==> src/pkg/charge_time_pkg.sv <==
// Shared constants and types for the charge-time edge control block.
package charge_time_pkg;

    // Bus geometry.
    localparam int          AXI_ADDR_W     = 8;
    localparam int          AXI_DATA_W     = 32;
    localparam logic [1:0]  RESP_OKAY      = 2'h0;
    localparam logic [1:0]  RESP_SLVERR    = 2'h2;

    // Register byte offsets.
    localparam logic [7:0]  OFF_TRIM_RANGE = 8'h00;
    localparam logic [7:0]  OFF_EDGE_CTRL  = 8'h04;
    localparam logic [7:0]  OFF_UNIT_CTRL  = 8'h08;
    localparam logic [7:0]  OFF_IRQ_STATUS = 8'h0C;
    localparam logic [7:0]  OFF_IRQ_MASK   = 8'h10;
    localparam logic [7:0]  OFF_LIVE_STATE = 8'h14;

    // Current source trim and range register fields.
    localparam int          RANGE_LSB      = 0;
    localparam int          TRIM_LSB       = 2;
    localparam logic [1:0]  RANGE_LOWEST   = 2'h1;
    localparam logic [5:0]  TRIM_NEUTRAL   = 6'h00;
    localparam logic [5:0]  TRIM_MAX_NEG   = 6'h21;
    localparam logic [5:0]  TRIM_MAX_POS   = 6'h1F;

    // Edge channel control register fields.
    localparam int          SEEN1_BIT      = 0;
    localparam int          SEEN2_BIT      = 1;
    localparam int          SEL1_LSB       = 2;
    localparam int          POL1_BIT       = 4;
    localparam int          SEL2_LSB       = 5;
    localparam int          POL2_BIT       = 7;

    // Unit control and live state fields.
    localparam int          ORDER_BIT      = 2;
    localparam int          LIVE_ON_BIT    = 0;
    localparam int          LIVE_CH1_BIT   = 1;
    localparam int          LIVE_CH2_BIT   = 2;

    // Reset values.
    localparam logic [1:0]  RANGE_RST      = 2'h0;
    localparam logic        ORDER_RST      = 1'h0;
    localparam logic [1:0]  MASK_RST       = 2'h0;

    // Source codes of an edge channel.
    typedef enum logic [1:0] {
        SRC_PIN_ONE,
        SRC_PIN_TWO,
        SRC_CAP_ONE,
        SRC_CAP_TWO
    } edge_source_t;

    // All candidate sources of an edge channel, in the clock domain.
    typedef struct packed {
        logic pin_one;
        logic pin_two;
        logic cap_one;
        logic cap_two;
    } edge_inputs_t;

    // Setup of one edge channel.
    typedef struct packed {
        edge_source_t source;
        logic         polarity;
    } edge_cfg_t;

    localparam edge_cfg_t   CFG_RST        = '{source: SRC_PIN_ONE, polarity: 1'h0};

endpackage

==> src/design/edge_sync.sv <==
// Two-stage synchroniser for the two edge input pins.
`timescale 1ns/1ps
`default_nettype none
module edge_sync (
    // Clock and reset
    input  wire logic       clock,
    input  wire logic       sys_rst,
    // Pin levels and their synchronised copies
    input  wire logic [1:0] async_in,
    output logic      [1:0] sync_out
);

    logic [1:0] first_stage;

    always_ff @(posedge clock or posedge sys_rst) begin
        if (sys_rst) begin
            first_stage <= 2'h0;
            sync_out    <= 2'h0;
        end else begin
            first_stage <= async_in;
            sync_out    <= first_stage;
        end
    end

endmodule
`default_nettype wire

==> src/design/edge_channel.sv <==
// Source selection and polarity adjustment of one edge channel.
`timescale 1ns/1ps
`default_nettype none
module edge_channel (
    // Candidate sources, already in the clock domain
    input  wire charge_time_pkg::edge_inputs_t sources,
    // Channel setup
    input  wire charge_time_pkg::edge_cfg_t    cfg,
    // High while the chosen source stands at the responding level
    output logic                               active
);

    function automatic logic pick_source(input charge_time_pkg::edge_inputs_t src,
                                         input charge_time_pkg::edge_source_t sel);
        logic level;
        level = 1'b0;
        case (sel)
            charge_time_pkg::SRC_PIN_ONE: level = src.pin_one;
            charge_time_pkg::SRC_PIN_TWO: level = src.pin_two;
            charge_time_pkg::SRC_CAP_ONE: level = src.cap_one;
            charge_time_pkg::SRC_CAP_TWO: level = src.cap_two;
            default:                      level = 1'b0;
        endcase
        return level;
    endfunction

    // The present level is compared, so no transition is needed to respond.
    assign active = (pick_source(sources, cfg.source) == cfg.polarity);

endmodule
`default_nettype wire

==> src/design/charge_time_edge_control.sv <==
// Edge channels, status bits, current source gating and AXI4-Lite registers.
//
// The implementer's own choices: the AXI4-Lite interface to the registers and the placing of the registers.
`timescale 1ns/1ps
`default_nettype none
// Summary of operation
// - Two-bit current range field drives the current source; code 01 is lowest.
// - Six-bit signed trim field: 000000 neutral, 100001 most negative, 011111 most positive.
// - Each channel picks one of two edge pins or two capture triggers.
// - Channels respond to the present adjusted level, not to a transition.
// - Each channel has its own polarity bit: bit 7 channel two, bit 4 channel one.
// - With ordering enabled, channel two is ignored until channel one has responded.
// - A response sets the channel's seen bit, which stays set until cleared.
// - Reconfiguring a channel to match its present level sets its seen bit at once.
// - Current source is on only while exactly one seen bit is set.
// - Software may write the seen bits directly, turning the source on or off.
module charge_time_edge_control (
    // Clock and reset
    input  wire logic                                     clock,
    input  wire logic                                     sys_rst,
    // AXI4-Lite write address
    input  wire logic [charge_time_pkg::AXI_ADDR_W-1:0]   awaddr,
    input  wire logic                                     awvalid,
    output logic                                          awready,
    // AXI4-Lite write data
    input  wire logic [charge_time_pkg::AXI_DATA_W-1:0]   wdata,
    input  wire logic [3:0]                               wstrb,
    input  wire logic                                     wvalid,
    output logic                                          wready,
    // AXI4-Lite write response
    output logic [1:0]                                    bresp,
    output logic                                          bvalid,
    input  wire logic                                     bready,
    // AXI4-Lite read address
    input  wire logic [charge_time_pkg::AXI_ADDR_W-1:0]   araddr,
    input  wire logic                                     arvalid,
    output logic                                          arready,
    // AXI4-Lite read data
    output logic [charge_time_pkg::AXI_DATA_W-1:0]        rdata,
    output logic [1:0]                                    rresp,
    output logic                                          rvalid,
    input  wire logic                                     rready,
    // Edge sources
    input  wire logic                                     edge_pin_one,
    input  wire logic                                     edge_pin_two,
    input  wire logic                                     capture_unit_one_trigger,
    input  wire logic                                     capture_unit_two_trigger,
    // Analog current source control
    output logic                                          current_source_on,
    output logic [1:0]                                    current_range_sel,
    output logic [5:0]                                    current_trim,
    // Interrupt
    output logic                                          irq
);

    typedef enum {wr_collect, wr_respond} write_state_t;
    typedef enum {rd_idle, rd_respond} read_state_t;

    write_state_t                   wr_state;
    read_state_t                    rd_state;
    logic [7:0]                     aw_addr_q;
    logic [7:0]                     w_data_q;
    logic                           w_strb_q;
    logic [1:0]                     pins_sync;
    charge_time_pkg::edge_inputs_t  sources;
    charge_time_pkg::edge_cfg_t     chan1_cfg;
    charge_time_pkg::edge_cfg_t     chan2_cfg;
    logic                           chan1_active;
    logic                           chan2_active;
    logic                           chan2_hit;
    logic                           chan1_seen;
    logic                           chan2_seen;
    logic                           next_chan1_seen;
    logic                           next_chan2_seen;
    logic                           edge_order_enable;
    logic [1:0]                     irq_status;
    logic [1:0]                     irq_mask;
    logic [1:0]                     next_irq_status;
    logic [1:0]                     next_irq_mask;
    logic                           aw_have;
    logic                           w_have;
    logic                           wr_fire;
    logic [7:0]                     wr_addr;
    logic [7:0]                     wr_data;
    logic                           wr_strb;
    logic                           reg_wr;
    logic                           edge_wr;
    logic [7:0]                     rd_word;

    function automatic logic addr_known(input logic [7:0] a);
        return (a == charge_time_pkg::OFF_TRIM_RANGE) || (a == charge_time_pkg::OFF_EDGE_CTRL)
            || (a == charge_time_pkg::OFF_UNIT_CTRL)  || (a == charge_time_pkg::OFF_IRQ_STATUS)
            || (a == charge_time_pkg::OFF_IRQ_MASK)   || (a == charge_time_pkg::OFF_LIVE_STATE);
    endfunction

    ////////////////////////////////////////////////////////////////////////////////////////////////
    // Edge sources and channels.

    edge_sync u_pin_sync (
        .clock    (clock),
        .sys_rst  (sys_rst),
        .async_in ({edge_pin_two, edge_pin_one}),
        .sync_out (pins_sync)
    );

    assign sources = '{pin_one: pins_sync[0], pin_two: pins_sync[1],
                       cap_one: capture_unit_one_trigger, cap_two: capture_unit_two_trigger};

    edge_channel u_chan1 (
        .sources (sources),
        .cfg     (chan1_cfg),
        .active  (chan1_active)
    );

    edge_channel u_chan2 (
        .sources (sources),
        .cfg     (chan2_cfg),
        .active  (chan2_active)
    );

    // With ordering enabled, channel two only counts once channel one was seen in an earlier cycle.
    assign chan2_hit = chan2_active && (!edge_order_enable || chan1_seen);

    ////////////////////////////////////////////////////////////////////////////////////////////////
    // Write channel: address and data are taken in either order, then answered.

    assign aw_have = !awready || awvalid;
    assign w_have  = !wready || wvalid;
    assign wr_fire = (wr_state == wr_collect) && aw_have && w_have;
    assign wr_addr = awready ? awaddr : aw_addr_q;
    assign wr_data = wready ? wdata[7:0] : w_data_q;
    assign wr_strb = wready ? wstrb[0] : w_strb_q;
    assign reg_wr  = wr_fire && wr_strb && addr_known(wr_addr);
    assign edge_wr = reg_wr && (wr_addr == charge_time_pkg::OFF_EDGE_CTRL);

    always_ff @(posedge clock or posedge sys_rst) begin
        if (sys_rst) begin
            wr_state  <= wr_collect;
            awready   <= 1'b1;
            wready    <= 1'b1;
            bvalid    <= 1'b0;
            bresp     <= charge_time_pkg::RESP_OKAY;
            aw_addr_q <= 8'h00;
            w_data_q  <= 8'h00;
            w_strb_q  <= 1'b0;
        end else begin
            case (wr_state)
                wr_collect: begin
                    if (awready && awvalid) begin
                        aw_addr_q <= awaddr;
                        awready   <= 1'b0;
                    end
                    if (wready && wvalid) begin
                        w_data_q <= wdata[7:0];
                        w_strb_q <= wstrb[0];
                        wready   <= 1'b0;
                    end
                    if (wr_fire) begin
                        awready  <= 1'b0;
                        wready   <= 1'b0;
                        bvalid   <= 1'b1;
                        bresp    <= addr_known(wr_addr) ? charge_time_pkg::RESP_OKAY
                                                        : charge_time_pkg::RESP_SLVERR;
                        wr_state <= wr_respond;
                    end
                end
                wr_respond: begin
                    if (bready) begin
                        bvalid   <= 1'b0;
                        awready  <= 1'b1;
                        wready   <= 1'b1;
                        wr_state <= wr_collect;
                    end
                end
                default: wr_state <= wr_collect;
            endcase
        end
    end

    ////////////////////////////////////////////////////////////////////////////////////////////////
    // Configuration registers.

    always_ff @(posedge clock or posedge sys_rst) begin
        if (sys_rst) begin
            current_range_sel <= charge_time_pkg::RANGE_RST;
            current_trim      <= charge_time_pkg::TRIM_NEUTRAL;
        end else if (reg_wr && (wr_addr == charge_time_pkg::OFF_TRIM_RANGE)) begin
            current_range_sel <= wr_data[charge_time_pkg::RANGE_LSB +: 2];
            current_trim      <= wr_data[charge_time_pkg::TRIM_LSB +: 6];
        end
    end

    always_ff @(posedge clock or posedge sys_rst) begin
        if (sys_rst) begin
            chan1_cfg <= charge_time_pkg::CFG_RST;
            chan2_cfg <= charge_time_pkg::CFG_RST;
        end else if (edge_wr) begin
            chan1_cfg.source   <= charge_time_pkg::edge_source_t'(wr_data[charge_time_pkg::SEL1_LSB +: 2]);
            chan1_cfg.polarity <= wr_data[charge_time_pkg::POL1_BIT];
            chan2_cfg.source   <= charge_time_pkg::edge_source_t'(wr_data[charge_time_pkg::SEL2_LSB +: 2]);
            chan2_cfg.polarity <= wr_data[charge_time_pkg::POL2_BIT];
        end
    end

    always_ff @(posedge clock or posedge sys_rst) begin
        if (sys_rst) begin
            edge_order_enable <= charge_time_pkg::ORDER_RST;
        end else if (reg_wr && (wr_addr == charge_time_pkg::OFF_UNIT_CTRL)) begin
            edge_order_enable <= wr_data[charge_time_pkg::ORDER_BIT];
        end
    end

    ////////////////////////////////////////////////////////////////////////////////////////////////
    // Seen bits and current source gate. A response in the cycle of a software
    // write wins, so a still-active channel re-sets its bit right away.

    always_comb begin
        next_chan1_seen = chan1_active
                          || (edge_wr ? wr_data[charge_time_pkg::SEEN1_BIT] : chan1_seen);
        next_chan2_seen = chan2_hit
                          || (edge_wr ? wr_data[charge_time_pkg::SEEN2_BIT] : chan2_seen);
    end

    always_ff @(posedge clock or posedge sys_rst) begin
        if (sys_rst) begin
            chan1_seen        <= 1'b0;
            chan2_seen        <= 1'b0;
            current_source_on <= 1'b0;
        end else begin
            chan1_seen        <= next_chan1_seen;
            chan2_seen        <= next_chan2_seen;
            current_source_on <= next_chan1_seen ^ next_chan2_seen;
        end
    end

    ////////////////////////////////////////////////////////////////////////////////////////////////
    // Interrupts: a hardware response that newly sets a seen bit is an event.

    always_comb begin
        next_irq_mask = irq_mask;
        if (reg_wr && (wr_addr == charge_time_pkg::OFF_IRQ_MASK)) begin
            next_irq_mask = wr_data[1:0];
        end
        next_irq_status = irq_status;
        if (reg_wr && (wr_addr == charge_time_pkg::OFF_IRQ_STATUS)) begin
            next_irq_status = irq_status & ~wr_data[1:0];
        end
        next_irq_status = next_irq_status | {chan2_hit && !chan2_seen, chan1_active && !chan1_seen};
    end

    always_ff @(posedge clock or posedge sys_rst) begin
        if (sys_rst) begin
            irq_status <= 2'h0;
            irq_mask   <= charge_time_pkg::MASK_RST;
            irq        <= 1'b0;
        end else begin
            irq_status <= next_irq_status;
            irq_mask   <= next_irq_mask;
            irq        <= |(next_irq_status & next_irq_mask);
        end
    end

    ////////////////////////////////////////////////////////////////////////////////////////////////
    // Read channel.

    always_comb begin
        rd_word = 8'h00;
        case (araddr)
            charge_time_pkg::OFF_TRIM_RANGE: rd_word = {current_trim, current_range_sel};
            charge_time_pkg::OFF_EDGE_CTRL:  rd_word = {chan2_cfg.polarity, chan2_cfg.source, chan1_cfg.polarity,
                                                        chan1_cfg.source, chan2_seen, chan1_seen};
            charge_time_pkg::OFF_UNIT_CTRL:  rd_word = {5'h00, edge_order_enable, 2'h0};
            charge_time_pkg::OFF_IRQ_STATUS: rd_word = {6'h00, irq_status};
            charge_time_pkg::OFF_IRQ_MASK:   rd_word = {6'h00, irq_mask};
            charge_time_pkg::OFF_LIVE_STATE: rd_word = {5'h00, chan2_active, chan1_active, current_source_on};
            default:                         rd_word = 8'h00;
        endcase
    end

    always_ff @(posedge clock or posedge sys_rst) begin
        if (sys_rst) begin
            rd_state <= rd_idle;
            arready  <= 1'b1;
            rvalid   <= 1'b0;
            rresp    <= charge_time_pkg::RESP_OKAY;
            rdata    <= 32'h0000_0000;
        end else begin
            case (rd_state)
                rd_idle: begin
                    if (arvalid) begin
                        arready  <= 1'b0;
                        rvalid   <= 1'b1;
                        rdata    <= {24'h00_0000, rd_word};
                        rresp    <= addr_known(araddr) ? charge_time_pkg::RESP_OKAY
                                                       : charge_time_pkg::RESP_SLVERR;
                        rd_state <= rd_respond;
                    end
                end
                rd_respond: begin
                    if (rready) begin
                        rvalid   <= 1'b0;
                        arready  <= 1'b1;
                        rd_state <= rd_idle;
                    end
                end
                default: rd_state <= rd_idle;
            endcase
        end
    end
endmodule
`default_nettype wire

==> config.mk <==
export PLATFORM = sky130hd
export DESIGN_NAME = charge_time_edge_control
export DESIGN_NICKNAME = d
export VERILOG_FILES = /design/src/pkg/charge_time_pkg.sv /design/src/design/edge_sync.sv /design/src/design/edge_channel.sv /design/src/design/charge_time_edge_control.sv
export SDC_FILE = /design/constraint.sdc
export NUM_CORES = 1
export LEC_CHECK = 0
export ABC_AREA = 1
export BUFFER_PORTS_ARGS = -buffer_cell sky130_fd_sc_hd__buf_2
export CORE_ASPECT_RATIO = 0.8
export CORE_MARGIN = 8
export CORE_UTILIZATION = 50
export DETAILED_ROUTE_END_ITERATION = 16
export PLACE_DENSITY = 0.87
export SYNTH_ARGS = -nofsm -noshare
export SYNTH_HDL_FRONTEND = slang
export SYNTH_SLANG_ARGS = --single-unit
==> constraint.sdc <==
create_clock -name clock -period 1.9 [get_ports clock]
set_clock_uncertainty 0.05 [all_clocks]
set_input_delay 0 -clock clock [delete_from_list [all_inputs] [get_ports clock]]
set_output_delay 0 -clock clock [all_outputs]
set_load 0.005 [all_outputs]
==> results of run 1 <==
-- path summary, 6_finish.rpt --
path | cells past startpoint | from | slack, ns | endpoint
worst min register to register | 0 | u_pin_sync.first_stage[1] | 0.30 | u_pin_sync.sync_out[1]
worst max register to register | 10 | awready | 0.005 | current_range_sel[1]
min in group asynchronous | 4 | sys_rst | 0.19 | bvalid
worst min-delay path | 6 | araddr[5] | 0.03 | rdata[2]
worst max-delay path | 10 | awready | 0.005 | current_range_sel[1]
max in group asynchronous | 4 | sys_rst | 1.28 | arready
-- worst register-to-register path: cells and delay by family (launching register included) --
kind                   cells  cell delay, ns
buffers and inverters      3            0.37
DFF                        1            0.42
and+or+nand+nor            6            0.87
AOI/OAI and AO/OA          1            0.07
-- timing repair --
action / 4_1_cts / 5_1_grt
setup endpoints to repair: 2 / 17
hold buffers: 22 / 0
endpoints found under the hold margin: 83 / 0
gates resized for setup: 1 / 3
cloned: 0 / 0
pin swaps: 0 / 3
buffers inserted: 3 / 2
-- registers in the layout, indices dropped and copies added, names as in the netlist, 2 cells and up --
signal,count
aw_addr_q,8
chan1_cfg,3
chan2_cfg,3
current_range_sel,2
current_trim,6
irq_mask,2
irq_status,2
rdata,8
u_pin_sync.first_stage,2
u_pin_sync.sync_out,2
w_data_q,8
-- routing by layer --
layer	global-route usage, %	wire [um]
met1	19.5	3330
met2	29.9	4000
met3	7.06	666
met4	9.94	229
met5	0	0
-- power groups by stage --
stage | logic (mW) | registers (mW) | clock network (mW)
2_1_floorplan | 1.39 | 1.83 | 0
3_3_place_gp | 1.66 | 1.90 | 0
3_5_place_dp | 1.75 | 1.92 | 0
4_1_cts | 1.90 | 1.89 | 1.02
5_1_grt | 2.21 | 1.95 | 1.08
6_report | 1.97 | 1.91 | 1.00
-- layout by cell type, fill, tap and decap left out, drive strengths merged, types with 14 or more instances in the layout --
master / instances
nand2: 139
buf: 72
dfrtp: 56
o21ai: 54
inv: 50
nand3: 30
conb: 26
dlygate4sd3: 22
nor2: 19
clkbuf: 14
-- logic make-up after synthesis --
group | count (synthesis) | synth area share [%]
and+or+nand+nor | 199 | 29.3
buffers and inverters | 85 | 13.7
AOI/OAI and AO/OA | 64 | 11.5
DFF | 59 | 45.4
other | 1 | 0.115
-- through the flow --
stage	instances	instance area [um^2]
6_report	592	4030
5_1_grt	592	4030
4_1_cts	590	4010
3_5_place_dp	549	3570
3_3_place_gp	549	3570
2_1_floorplan	433	3360
-- area by class of cell --
cell class / count / area, um^2
fill: 535 / 2320
inverter: 50 / 193
clock inverter: 2 / 10.0
multi-input combinational: 289 / 1440
tap: 84 / 105
clock buffer: 14 / 163
timing repair buffer: 94 / 636
sequential: 59 / 1480
==> summary.md, run 1 <==
| Metric | Value |
|---|---|
| Post-layout min period | 1.89 ns |
| N_diodes | 0 |
| Max-slew violation count | 0 |
| Seq/Total Area, Yosys | 45.4% |
| RSZ-0062 raised after global routing | yes |
| Starting Density | 51.4% |
| H-tree depth | 3 |
| Worst setup EP type | flop |
| Power Density | 1210 nW/um^2 |
| Clk slew on worst S/H paths | ~0.060 ns |
| CTS tree | built |
| Crit path max-delay cell type | dfstp_2 |
| Status | finished, final reports clean |
| Clock Root Buffer | clkbuf_8 |
| Core region area | around 6300 um^2 |
| Comb pwr share | between 40% and 50% |
| Wire per inst | 13.9 um |
| Final core utilization | 63.5% |
| Worst-Skew Late Latency | 0.34 ns |
| Synth top cells by count | nand2_1 (136), dfrtp_1 (56), inv_1 (42), o21ai_0 (28), buf_4 (27) |
| Cell family with most CP delay | simple AND/OR/NAND/NOR gates |
| Most frequent cell after synthesis | nand2_1 |
| Max Freq | 528 MHz |
| Post-Route WL | 8220 um |
| Area contributors post-synth | dfrtp_1 (43%), nand2_1 (16%), buf_4 (6.2%) |
| Hold_ws | 0.0340 ns |
| Bufs and invs on worst path | 3 |
| Lkg Pwr | approximately 2.2 nW |
| Die W | ~110 um |
| DRT Pass-1 Iters | 5 |
| Routability cong. | approximately 0.87 |
| Vias/cell | 4.97 |
| Area grow syn2layout | 23.4% |
| Nets | 566 |
| Setup_tns | 0 ns |
| Number of CTS-inserted buffers | 9 |
| Vias in the first global route | 3006 |
| Cell area after synthesis | 3260 um^2 |
| Wire length of the first global-routing pass | 13400 um |
| Final Cycle Share | 99.7% |
| PnR Total Power | 4.88 mW |
| Final setup viols | 0 |
| Reg power frac | 39.1% |
| Area share of the largest cell type after synthesis | 43.0% |
| Die Area | 9380 um^2 |
| P_sw | 2.00 mW |
| Cell Int Power | 2.88 mW |
| Worst endpoint data arrival time | 2.07 ns |
| Hold Fails Final Rpt | 0 |
| MaxCap Viol Count | 0 |
| Share of cells above drive strength 1 | 25.8% |
| Kind of start point of the critical path | flop |
| Hold WC Path Type | in2reg |
| Grt total ovfl | 0 |
| I/O Buffers | 60 |
| PnR worst setup slack | 0.00513 ns |
| Largest net degree at the start of global routing | 60 |
| Synth Instances | 408 |
| Initial antenna violation count | 0 |
| CP Data Required Time | 2.07 ns |
| Die height | 88.2 um |
| Post-synth EDFFs | 0 |
| Setup WS pre-CTS | -0.0288 ns |
| Main synth FF type | dfrtp_1 |
| Clock Sinks | slightly below 60 |
| Initial DRC Count | about 170 |
| Clock Power Share | between 20% and 30% |
| Placement Rows | 26 |
| Synth Warn # | 0 |
| Ports | 114 |
| Clock tree buffer depth | 2 |
| Area leader, netlist | dfrtp_1 |
| DRT antenna net count | 0 |
| Async SR Flop Fraction | between 90% and 100% |
| Critical path class | reg2reg |
| DP HPWL | ~5800 um |
| Vias post-DR | ~2900 |
| Syn Area/Cell | 7.99 um^2 |
| Synthesized flop and latch total | 59 |
| GRT Overall Usage | 17.9% |
| # DRC | 0 |
| Yosys cell types | 32 |
| Critical Path Fanout Max | 16 |
| Slowest stage delay, CP | about 0.42 ns |
| Net Sw Frac | 40.9% |
| Max IR drop VDD | 0.785 mV |
| CP Cell Sequence | buf_4 -> buf_4 -> nand2_2 -> nand3_4 -> nor2_8 -> inv_4 -> nor2_8 -> nand3_4 -> nand2_1 -> o21ai_2 |
Power figures use the tool's default switching activity.
==> run 2, diff against run 1 <==
CAP_MARGIN = 0   (was not set)
GPL_TIMING_DRIVEN = 0   (was not set)
MAX_ROUTING_LAYER = met4   (was not set)
==> run 2 against run 1 <==
Against the previous run:
- sequential share of layout area is 2.1 points lower
- register-to-register slack gained 0.04 ns
- clock power grew 11%
- die area is the same
- core utilization grew 3.8 points
- global-route usage about the same
- sequential power about the same
==> summary.md, run 2 (synthesis gave the netlist of run 1 again) <==
| Metric | Value |
|---|---|
| Max IR drop VDD | 0.970 mV (+24%) |
| DRT Pass-1 Iters | 5 (unchanged) |
| Vias post-DR | 3046 (+3.5%) |
| FILL cells | 501 (-6.4%) |
| Worst-Skew Late Latency | 0.34 ns (about the same) |
| Post-Route WL | 8070 um (-1.8%) |
| DRT antenna net count | 0 (unchanged) |
| Worst Hold Depth | 3 (-3) |
| Number of CTS-inserted buffers | 9 (unchanged) |
| Min-delay src | arvalid |
| N_diodes | 0 (unchanged) |
| Die W | 106 um (unchanged) |
| Max Freq | 539 MHz (+2.2%) |
| Status | finished, final reports clean |
| Hold WC Path Type | in2reg |
| Post-layout min period | 1.85 ns (-0.0412 ns) |
| Share of cells above drive strength 1 | 29.7% (+4.0 points) |
| Most frequent cells in the layout | nand2_1 (133), buf_2 (61), dfrtp_1 (56), inv_1 (41), buf_4 (30) |
| Largest net degree at the start of global routing | 44 (-27%) |
| Die height | 88.2 um (unchanged) |
| I/O Buffers | 60 (unchanged) |
| DP HPWL | 6010 um (+3.4%) |
| CP Data Required Time | 2.08 ns (about the same) |
| Critical Path Fanout Max | 5 (-11) |
| Nets | 596 (+5.3%) |
| Worst slew pin tran | 0.669 ns |
| Slowest stage delay, CP | 0.57 ns (+0.15 ns) |
| Wire per inst | 13.0 um (-6.5%) |
| Worst endpoint data arrival time | 2.03 ns (-0.04 ns) |
| Final setup viols | 0 (unchanged) |
| Area grow syn2layout | 30.9% |
| Critical path class | reg2reg |
| H-tree depth | 3 (unchanged) |
| Wire length of the first global-routing pass | 13000 um (-2.8%) |
| Biggest regs | aw_addr_q (8), rdata (8), w_data_q (8) |
| Crit path max-delay cell type | dfstp_2 |
| CP Cell Sequence | buf_6 -> nand3_1 -> nand2_2 -> buf_4 -> nand2_1 -> nor2_1 -> nand2_1 -> o21ai_1 -> nand2_1 -> nand2_1 -> nand2_1 |
| # DRC | 0 (unchanged) |
| Register-to-register setup slack | 0.05 ns (+0.04 ns) |
| Initial antenna violation count | 0 (unchanged) |
| Ports | 114 (unchanged) |
| R2r worst-path depth | 11 (+1) |
| Register Area | 1480 um^2 (unchanged) |
| Placed instance area | 3780 um^2 (+5.9%) |
| Lkg Pwr | 2.37 nW (+6.9%) |
| Clock tree buffer depth | 2 (unchanged) |
| Clk slew on worst S/H paths | 0.06 ns (about the same) |
| Starting Density | 51.4% (unchanged) |
| Grt total ovfl | 0 (unchanged) |
| RR Startpoint | awready |
| Worst setup EP type | flop |
| Worst hold path endpoint | rresp[1] |
| PnR Total Power | 4.99 mW (+2.1%) |
| Clock Root Buffer | clkbuf_8 |
| PnR worst setup slack | 0.0464 ns (+0.0412 ns) |
| Slew HR | 54.9% |
| Initial DRC Count | 223 (+30%) |
| Die Area | 9380 um^2 (unchanged) |
| Kind of start point of the critical path | flop |
| Multi-input logic area | 1450 um^2 (+0.96%) |
| Fin area | 4270 um^2 (+6.1%) |
| Worst reg2reg endpoint | irq |
| Routability cong. | 0.876 (+0.93%) |
| RSZ-0062 raised after global routing | yes |
| Vias/cell | 4.90 (-1.5%) |
| CTS tree | built |
| Final Cycle Share | 97.6% (-2.2 points) |
| Vias in the first global route | 2888 (-3.9%) |
| Placement Rows | 26 (unchanged) |
| Hold Fails Final Rpt | 0 (unchanged) |
| MaxCap Viol Count | 0 (unchanged) |
| Commonest non-fill, non-tap cell in the layout | nand2_1 |
| Power Density | 1170 nW/um^2 (-3.8%) |
| Core region area | 6340 um^2 (unchanged) |
| Setup WS pre-CTS | 0.0831 ns (+0.112 ns) |
| Max-slew violation count | 0 (unchanged) |
| GRT Overall Usage | 17.9% (-0.029 points) |
| Cell mode on critical path | nand2_1 |
| Clock Sinks | 59 (unchanged) |
## run 2: per-stage QoR
stage | hold slack (ns) | utilization (%) | TNS, ns | instances
floorplan | -0.0186 | - | 0 | 433
global placement | 0.0597 | 59.3 | -15.53 | 577
detailed placement | -0.0414 | 59.6 | 0 | 578
CTS | 0.00539 | 66.4 | 0 | 618
global route | 0.0457 | 67.3 | -0.104 | 622
finish | 0.0300 | 67.3 | 0 | 622
## run 2: power breakdown
| group | internal, mW | switching, mW | total [mW] | leakage (nW) |
|---|---|---|---|---|
| registers | 1.62 | 0.261 | 1.88 | 0.746 |
| clock network | 0.638 | 0.470 | 1.11 | 0.0974 |
| logic | 0.724 | 1.27 | 1.99 | 1.53 |
| total | 2.99 | 2.00 | 4.99 | 2.37 |
## run 2: area by class of cell
type                            count  area share (%)
Buffer                             35            6.18
Clock buffer                       13            3.49
Clock inverter                      3           0.938
Inverter                           50            4.45
Multi-Input combinational cell    289            34.0
Sequential cell                    59            34.7
Tap cell                           84            2.46
Timing Repair Buffer               89            13.8
## run 2: how the worst max path moves through the flow
stage	start	end	slack, ns	depth (start not counted)
after floorplan	awready	current_trim[1]	0.24	9
after global placement	sys_rst	rdata[4]	-0.28	2
final	awready	irq	0.05	11
after detailed placement	awready	chan2_cfg[1]	0.08	9
after CTS	wready	w_data_q[2]	0.02	6
after global routing	awready	chan2_cfg[1]	-0.05	9
## run 2: repair_timing
item,in CTS,in global routing
setup buffers,0,3
endpoints found under the hold margin,80,0
resized for setup,0,13
endpoints found under the setup margin,0,11
hold buffers,24,0
## run 2: worst max-delay path, delay by kind of cell (launching register included)
| kind | cells | cell delay, ns |
|---|---|---|
| flip-flops | 1 | 0.57 |
| buffers and inverters | 2 | 0.24 |
| AO/OA/AOI/OAI | 1 | 0.15 |
| AND/OR/NAND/NOR | 8 | 0.72 |
## run 2: layer usage
metal	global-route usage, %	part of all wire (%)	vias up
met2	28.9	47	150
li1	-	-	1495
met4	7.77	2.9	0
met3	5.60	8.1	23
met5	-	0	-
met1	20.4	42	1378
